**src/csactl_pkg.sv**
```systemverilog
// Package for the current sense amplifier control register bank.
// Assumes a single core clock domain and an SPI frame decoder outside the bank.
package csactl_pkg;

    localparam int          CSACTL_ADDR_W       = 4;
    localparam int          CSACTL_DATA_W       = 11;
    localparam logic [3:0]  CSACTL_ADDR_CSA     = 4'h6;
    localparam logic [10:0] CSACTL_RESET        = 11'h0_283;
    localparam int          CSACTL_BIT_INSEL    = 10;
    localparam int          CSACTL_BIT_REFHALF  = 9;
    localparam int          CSACTL_BIT_LSREF    = 8;
    localparam int          CSACTL_BIT_GAIN_LO  = 6;
    localparam int          CSACTL_BIT_SENDIS   = 5;
    localparam int          CSACTL_BIT_CAL_A    = 4;
    localparam int          CSACTL_BIT_CAL_B    = 3;
    localparam int          CSACTL_BIT_CAL_C    = 2;
    localparam int          CSACTL_BIT_TRIP_LO  = 0;
    localparam int          CSACTL_NUM_AMPS     = 3;
    localparam logic [1:0]  CSACTL_GAIN_5       = 2'h0;
    localparam logic [1:0]  CSACTL_GAIN_10      = 2'h1;
    localparam logic [1:0]  CSACTL_GAIN_20      = 2'h2;
    localparam logic [1:0]  CSACTL_GAIN_40      = 2'h3;

    typedef struct packed {
        logic       amp_input_select;
        logic       ref_halving_select;
        logic       lowside_vds_ref_select;
        logic [1:0] amp_gain_select;
        logic       sense_fault_disable;
        logic [2:0] amp_offset_cal;
        logic [1:0] sense_trip_level;
    } csactl_cfg_t;

    typedef struct packed {
        logic                     wr_en;
        logic                     rd_en;
        logic [CSACTL_ADDR_W-1:0] addr;
        logic [15:0]              wdata;
    } csactl_req_t;

endpackage

```
**src/csactl_field.sv**
```systemverilog
// Field splitter that turns the stored register word into decoded controls.
// Assumes the word is held in a flip-flop by the caller.
`timescale 1ns/1ps
`default_nettype none
module csactl_field (
    // Stored word
    input  wire logic [10:0]              word,
    // Decoded controls
    output var csactl_pkg::csactl_cfg_t   cfg
);
    import csactl_pkg::*;

    // The struct order matches the register bit order, so a cast suffices.
    assign cfg = csactl_cfg_t'(word);
endmodule
`default_nettype wire

```
**src/csactl_reg.sv**
```systemverilog
// Current sense amplifier control register bank with decoded analog controls.
// Assumes a sequenced SPI frame decoder hands over one-cycle read and write strobes.
//
// Contract
// - The configuration is a read-write register at address 0x06 whose fields can all be read back and overwritten.
// - The register exists only when the sense amplifiers are present; otherwise it is not implemented.
// - Bit 10 selects the amplifier positive input, sense positive pin at 0 and phase node pin at 1.
// - Writing bit 10 as 1 also forces the low-side reference bit to 1.
// - Bit 9 selects full reference at 0 or half reference at 1, and resets to 1.
// - Bit 8 selects low-side drain-source measurement to sense positive at 0 or sense negative at 1.
// - Bits 7-6 select gain 5, 10, 20 or 40 V/V and reset to 10.
// - Bit 5 at 1 suppresses the sense overcurrent fault.
// - Bits 4, 3 and 2 short the inputs of amplifiers A, B and C for offset calibration.
// - Bits 1-0 set the sense trip level 0.25 to 1 V and reset to 11.
// - Source and sink drive currents are set independently by registers on serial variants.
// - A gate drive fault may be raised when drive current is too low to switch in the window.
`timescale 1ns/1ps
`default_nettype none
module csactl_reg #(
    parameter bit HAS_AMPS = 1'b1
) (
    // Clock and reset
    input  wire logic                    core_clk,
    input  wire logic                    resetn,
    // Register access
    input  wire csactl_pkg::csactl_req_t req,
    output var  logic [15:0]             rdata,
    output var  logic                    rvalid,
    // Amplifier controls
    output var  logic                    sense_pos_sel,
    output var  logic                    phase_node_sel,
    output var  logic                    ref_half,
    output var  logic                    lowside_ref_neg,
    output var  logic [1:0]              amp_gain,
    output var  logic                    sense_fault_en,
    output var  logic [2:0]              amp_short,
    output var  logic [1:0]              trip_level,
    // Fault inputs and reported faults
    input  wire logic                    sense_oc_raw,
    output var  logic                    sense_oc_fault
);
    import csactl_pkg::*;

    logic [10:0]  word;
    logic [10:0]  next_word;
    logic [15:0]  next_rdata;
    logic         next_rvalid;
    csactl_cfg_t  cfg;
    logic         next_sense_pos_sel;
    logic         next_phase_node_sel;
    logic         next_ref_half;
    logic         next_lowside_ref_neg;
    logic [1:0]   next_amp_gain;
    logic         next_sense_fault_en;
    logic [2:0]   next_amp_short;
    logic [1:0]   next_trip_level;
    logic         next_sense_oc_fault;

    function automatic logic hit(input logic [3:0] a);
        hit = HAS_AMPS && (a == CSACTL_ADDR_CSA);
    endfunction

    always_comb begin
        next_word   = word;
        next_rdata  = 16'h0000;
        next_rvalid = 1'b0;
        if (req.wr_en && hit(req.addr)) begin
            next_word = req.wdata[10:0];
            if (req.wdata[CSACTL_BIT_INSEL]) begin
                next_word[CSACTL_BIT_LSREF] = 1'b1;
            end
        end
        if (req.rd_en) begin
            next_rvalid = 1'b1;
            if (hit(req.addr)) begin
                next_rdata = {5'h00, word};
            end
        end
    end

    always_ff @(posedge core_clk) begin
        if (!resetn) begin
            word   <= CSACTL_RESET;
            rdata  <= 16'h0000;
            rvalid <= 1'b0;
        end else begin
            word   <= next_word;
            rdata  <= next_rdata;
            rvalid <= next_rvalid;
        end
    end

    csactl_field u_field (
        .word (word),
        .cfg  (cfg)
    );

    // Drive-current and gate-drive fault settings live in other banks; this bank never touches them.

    always_comb begin
        next_sense_pos_sel   = ~cfg.amp_input_select;
        next_phase_node_sel  = cfg.amp_input_select;
        next_ref_half        = cfg.ref_halving_select;
        next_lowside_ref_neg = cfg.lowside_vds_ref_select;
        next_amp_gain        = cfg.amp_gain_select;
        next_sense_fault_en  = ~cfg.sense_fault_disable;
        next_amp_short       = cfg.amp_offset_cal;
        next_trip_level      = cfg.sense_trip_level;
        next_sense_oc_fault  = sense_oc_raw && !cfg.sense_fault_disable;
    end

    // Controls are registered so the analog switches never see decode glitches.
    // Their reset values come from the register default, so the two can never disagree.
    always_ff @(posedge core_clk) begin
        if (!resetn) begin
            sense_pos_sel   <= ~CSACTL_RESET[CSACTL_BIT_INSEL];
            phase_node_sel  <= CSACTL_RESET[CSACTL_BIT_INSEL];
            ref_half        <= CSACTL_RESET[CSACTL_BIT_REFHALF];
            lowside_ref_neg <= CSACTL_RESET[CSACTL_BIT_LSREF];
            amp_gain        <= CSACTL_RESET[CSACTL_BIT_GAIN_LO +: 2];
            sense_fault_en  <= ~CSACTL_RESET[CSACTL_BIT_SENDIS];
            amp_short       <= CSACTL_RESET[CSACTL_BIT_CAL_C +: CSACTL_NUM_AMPS];
            trip_level      <= CSACTL_RESET[CSACTL_BIT_TRIP_LO +: 2];
            sense_oc_fault  <= 1'b0;
        end else begin
            sense_pos_sel   <= next_sense_pos_sel;
            phase_node_sel  <= next_phase_node_sel;
            ref_half        <= next_ref_half;
            lowside_ref_neg <= next_lowside_ref_neg;
            amp_gain        <= next_amp_gain;
            sense_fault_en  <= next_sense_fault_en;
            amp_short       <= next_amp_short;
            trip_level      <= next_trip_level;
            sense_oc_fault  <= next_sense_oc_fault;
        end
    end
endmodule
`default_nettype wire

```
**config.mk**
```make
export PLATFORM = sky130hd
export DESIGN_NAME = csactl_reg
export DESIGN_NICKNAME = d
export VERILOG_FILES = /design/src/csactl_pkg.sv /design/src/csactl_field.sv /design/src/csactl_reg.sv
export SDC_FILE = /design/constraint.sdc
export NUM_CORES = 1
export LEC_CHECK = 0
export BUFFER_PORTS_ARGS = -buffer_cell sky130_fd_sc_hd__buf_2
export CAP_MARGIN = 20
export CORE_MARGIN = 10
export CORE_UTILIZATION = 47
export DETAILED_ROUTE_END_ITERATION = 10
export HOLD_SLACK_MARGIN = 0.1
export PLACE_DENSITY = 0.81
export SLEW_MARGIN = 0
export SYNTH_ARGS = -nofsm -noshare
export SYNTH_HDL_FRONTEND = slang
export SYNTH_SLANG_ARGS = --single-unit
```
**constraint.sdc**
```tcl
create_clock -name core_clk -period 1.7 [get_ports core_clk]
set_input_delay 0.17 -clock core_clk [delete_from_list [all_inputs] [get_ports core_clk]]
set_output_delay 0.17 -clock core_clk [all_outputs]
set_load 0.005 [all_outputs]
```
; ---- After elaboration in Yosys (flattened, before gate mapping)
; Cells that the tools add are included.
[totals]
input_bits = 25
latchBits = 0
mem_bits_ro = 0
ramBits = 0
reg_bits = 41
n_memories = 0
output_inout_bits = 30
[op_classes]
div = 0
mul = 0
bitwise = 2
n_mux = 2
n_eq_ne = 1
shift = 0
n_addsub = 0
reduce_logical = 5
magnitude_cmp = 0
[ops]
columns = op, n
row1 = "4-bit by 3-bit == test with 1-bit output, second input constant", 1
row2 = 3-bit AND reduction, 1
row3 = 1-bit logical AND, 2
row4 = 1-bit 2-to-1 mux, 2
row5 = 1-bit NOT, 2
row6 = 2-bit AND reduction, 1
row7 = 1-bit zero test, 1

; ---- Longest topological paths before layout
[logic_depth]
word_depth = 2
ltp_mapped = 4
ltp_nobuf = 3

; ---- By module
; Synthesis repeated with hierarchy kept, for this count alone.
[unflattened]
cells_unflattened = 120
area_unflattened_um2 = 1251.2
[modules_own_cells]
columns = mod, cells_each, seq_area_each_um2, area_per_inst_um2, n_inst
row1 = csactl_reg, 109, 720.7, 1168.6, 1
row2 = csactl_field, 11, 0.0, 82.6, 1

; ---- Least setup slack after synthesis
; OpenSTA, ideal clock, no wires.
[synth_timing]
path_kind = input-to-reg
start = input port req[19] (netlist bit)
end = register word[8]
required_ns = 1.578
t_arrival_ns = 0.771
setup_slack_ns = 0.807
cell_stages = 4
cell_sequence = and4bb_1 -> buf_6 -> nand2_8 -> mux2i_1
[synth_via]
elab_chain_len = 2
[synth_rtl]
columns = item, line_no
row1 = from (decl), csactl_reg.sv:26  ; input wire csactl_pkg::csactl_req_t req,
row2 = 4-bit by 3-bit == test with 1-bit output, csactl_reg.sv:60  ; hit = HAS_AMPS && (a == CSACTL_ADDR_CSA);
row3 = 1-bit logical AND, csactl_reg.sv:67  ; if (req.wr_en && hit(req.addr)) begin
row4 = to (signal assigned), csactl_reg.sv:87  ; word <= next_word;
row5 = to (decl), csactl_reg.sv:44  ; logic [10:0] word;
; No other way between the ends.
; A chain may end at the register's enable or synchronous reset.

; ---- Worst setup path in the final report
[layout_timing]
start = register sense_fault_en
end = output port sense_fault_en
[layout_lines]
columns = item, line_no
row1 = from (decl), csactl_reg.sv:35  ; output var logic sense_fault_en,
row2 = from (signal assigned), csactl_reg.sv:121  ; sense_fault_en <= ~CSACTL_RESET[CSACTL_BIT_SENDIS];
row3 = from (signal assigned), csactl_reg.sv:131  ; sense_fault_en <= next_sense_fault_en;
; No word-level cell between the ends.

==> flow_summary.rst <==
.. list-table::
   :header-rows: 1

   * - Metric
     - Value
   * - Post-CTS Setup Bufs
     - 0
   * - Final Cycle Share
     - 55.1%
   * - Synthesized cell area
     - 1160 um^2
   * - Setup Crit Path Kind
     - reg -> out
   * - Wire length of the first global-routing pass
     - 4.01 mm
   * - Crit path DAT
     - 770 ps
   * - Top-level port count
     - between 50 and 60
   * - Non-Filler Cell Area, Final
     - 1520 um^2
   * - Post-synthesis cell count
     - 107
   * - Met2 global-route usage
     - 17.8%
   * - Slowest stage cell, crit path
     - dfxtp_1
   * - Global placer's final weighted congestion
     - between 0.6 and 0.7
   * - Detailed Route WL
     - 2.40 mm
   * - Maximum single-stage delay on the critical path
     - 330 ps
   * - IO buf count
     - 44
   * - DP Area
     - 1370 um^2
   * - RR Startpoint
     - word[9]$_SDFFE_PN1P_
   * - Antenna cells
     - 0
   * - Endpoint of the worst-slack reg-to-reg timing path
     - word[9]$_SDFFE_PN1P_
   * - Start point of the worst hold path
     - req[9]
   * - Buffers plus inverters on the worst setup path
     - 1
   * - Leakage Power
     - 0.852 nW
   * - Setup slack, reg-to-reg
     - around 900 ps
   * - Result of the run
     - complete, no violations
   * - Overall die width
     - 69.7 um
   * - Die Y
     - between 60 and 70 um
   * - Setup repair after global routing missed its margin
     - no
   * - Initial antenna violation count
     - 0
   * - Main combinational cell family by area after synthesis
     - simple AND/OR/NAND/NOR gates
   * - Number of DRC markers after the initial detailed-route iteration
     - 59
   * - Die footprint
     - 4850 um^2
   * - Post-Synth Simple-Gate Area
     - 16.3%
   * - Proportion of synthesized area in mux cells
     - 6.04%
   * - Buffer type at the clock tree root
     - clkbuf_4
   * - Detailed-route via count
     - 842
   * - Sinks on the clock net
     - 36
   * - Global-route met3 utilization
     - 3.57%
   * - Synth warnings
     - 0
   * - Number of global-route vias before repair
     - 832
   * - Detailed-route wire length per cell
     - 12.7 um
   * - Pin count of the biggest net entering global routing
     - 24
   * - Number of hold violations in the final report
     - 0
   * - Growth of design area from synthesis to finish
     - 30.7%
   * - Detailed Place HPWL
     - 1.80 mm
   * - Share of the yosys chip area belonging to registers
     - 62.1%
   * - Maximum Capacitance Violations
     - 0
   * - Synth Area in Adders
     - 0%
   * - Final non-filler cell total
     - 189
   * - Highest clock frequency the design can meet
     - about 1100 MHz
   * - Worst setup skew after layout
     - 7.01 ps
   * - Synthesized flop and latch total
     - 36
   * - Share of final-layout standard cells stronger than drive strength 1
     - roughly a third
   * - Path depth of the worst reg2reg path
     - 3
   * - Core region area
     - 2280 um^2
   * - Placed cell count
     - 174
   * - Hold Path Depth
     - 3
   * - Congestion Overflow GR
     - 0
   * - Final setup viols
     - 0
   * - Starting Density
     - between 50 and 60%
   * - Compound-Gate Fraction of Synth Area
     - 5.18%
   * - Critical path, cell by cell
     - buf_2
   * - Data required time of the worst path
     - 1530 ps
   * - Final layout net count
     - 185
   * - Antenna-violating nets left
     - 0
   * - CP Launch Type
     - register
   * - Xor and xnor area share after synthesis
     - 0%
   * - Placement Rows
     - 17
   * - Cell type group with the largest total delay on the critical path
     - flip-flops
   * - Clk slew on worst S/H paths
     - 110 ps
   * - Maximum fanout along the worst path
     - 1
   * - Clock tree from TritonCTS
     - yes
   * - Pins Over Slew Limit
     - 0
   * - Clock network latency to the later pin of the worst-skew pair
     - 320 ps
   * - Number of H-tree levels
     - 2
   * - Sum Neg Setup Slack
     - 0 ps
   * - Highest-utilization routing layer at the global route stage
     - met2
   * - Total GRT Usage
     - under 10%
   * - Buffer levels on the longest clock path
     - 2
   * - Number of distinct library cells after synthesis
     - 17
   * - Power density over the cells
     - between 900 and 1000 nW/um^2
   * - Minimum period implied by the final worst setup slack
     - 937 ps
   * - Global-route met1 utilization
     - 10.0%
   * - DRC violation count after routing
     - 0
   * - Via/cell ratio
     - 4.46
   * - Kind of end point of the critical path
     - output pin
   * - Type of the worst min-delay path
     - in -> reg
   * - Max VDD drop
     - 792 uV
   * - Hold path endpoint
     - word[9]$_SDFFE_PN1P_
   * - Layout Utilization
     - between 60% and 70%
   * - Number of detailed-routing iterations run before antenna repair
     - 4
   * - Post-synthesis area per instance
     - 10.8 um^2
   * - Number of clock buffers inserted by TritonCTS
     - 5
[cell usage after synthesis (all sizes together)]
master | number | area [um^2]
mux2i | 7 | 70.1
o21ai | 1 | 5.00
dfxtp | 36 | 721
and4bb | 1 | 12.5
conb | 1 | 3.75
a21oi | 4 | 20.0
inv | 10 | 37.5
and2 | 1 | 6.26
nor2 | 1 | 3.75
and3 | 11 | 68.8
nand2 | 15 | 72.6
a41oi | 4 | 35.0
nand2b | 4 | 25.0
buf | 11 | 78.8
[layout make-up]
class | instances | area, um^2
Clock buffer | 5 | 37.5
Clock inverter | 3 | 42.5
Fill cell | 175 | 759
Inverter | 10 | 37.5
Multi-Input combinational cell | 54 | 338
Sequential cell | 36 | 721
Tap cell | 28 | 35.0
Timing Repair Buffer | 53 | 305
[per-stage QoR]
step	setup slack, ps	total power, mW	hold WS, ps
6_report	763	1.52	110
5_1_grt	704	1.58	104
4_1_cts	752	1.52	107
3_5_place_dp	578	0.942	411
3_3_place_gp	599	0.940	401
2_1_floorplan	807	0.920	265
[how the worst max path moves through the flow]
| stage | start | end | slack, ps | cells past startpoint |
|---|---|---|---|---|
| after floorplan | req[19] | word[8]$_SDFFE_PN0P_ | 810 | 4 |
| after global placement | req[19] | word[8]$_SDFFE_PN0P_ | 600 | 5 |
| after detailed placement | req[19] | word[8]$_SDFFE_PN0P_ | 580 | 5 |
| after CTS | sense_fault_en$_SDFF_PN1_ | sense_fault_en | 750 | 1 |
| after global routing | rdata[4]$_SDFF_PN0_ | rdata[4] | 700 | 1 |
| final | sense_fault_en$_SDFF_PN1_ | sense_fault_en | 760 | 1 |
[layer usage]
| layer | up-vias | share of wire (%) |
|---|---|---|
| li1 | 444 | - |
| met1 | 370 | 39 |
| met2 | 26 | 52 |
| met3 | 2 | 8.3 |
| met4 | 0 | 1.0 |
| met5 | - | 0 |
[cell families after synthesis]
group	after synthesis
muxes	7
AOI/OAI and AO/OA	9
other	1
DFF	36
buffers and inverters	21
and+or+nand+nor	33
[flip-flops by register name, summed over array words and instances, names as in the netlist, 2 cells and up]
signal and flops:
rdata 11, amp_gain 2, word 11, trip_level 2, amp_short 3
[power breakdown]
part,internal [mW],switching (mW)
Combinational,0.0411,0.0396
Clock,0.307,0.273
Sequential,0.852,0.00255
[timing repair]
action / 4_1_cts / 5_1_grt
endpoints found under the hold margin: 7 / 0
hold buffers: 7 / 0
endpoints found under the setup margin: 0 / 0
resized for setup: 0 / 0
[cell usage in the layout, fill, tap and decap left out, drive strengths merged]
master	count
inv	10
nor2	1
nand2	15
clkbuf	5
bufinv	1
and3	11
dlygate4sd3	7
mux2i	7
clkinv	1
clkinvlp	1
dfxtp	36
a41oi	4
and4bb	1
buf	46
a21oi	4
o21ai	1
conb	5
and2	1
nand2b	4
Note: power is estimated with default switching activity, not from simulation.
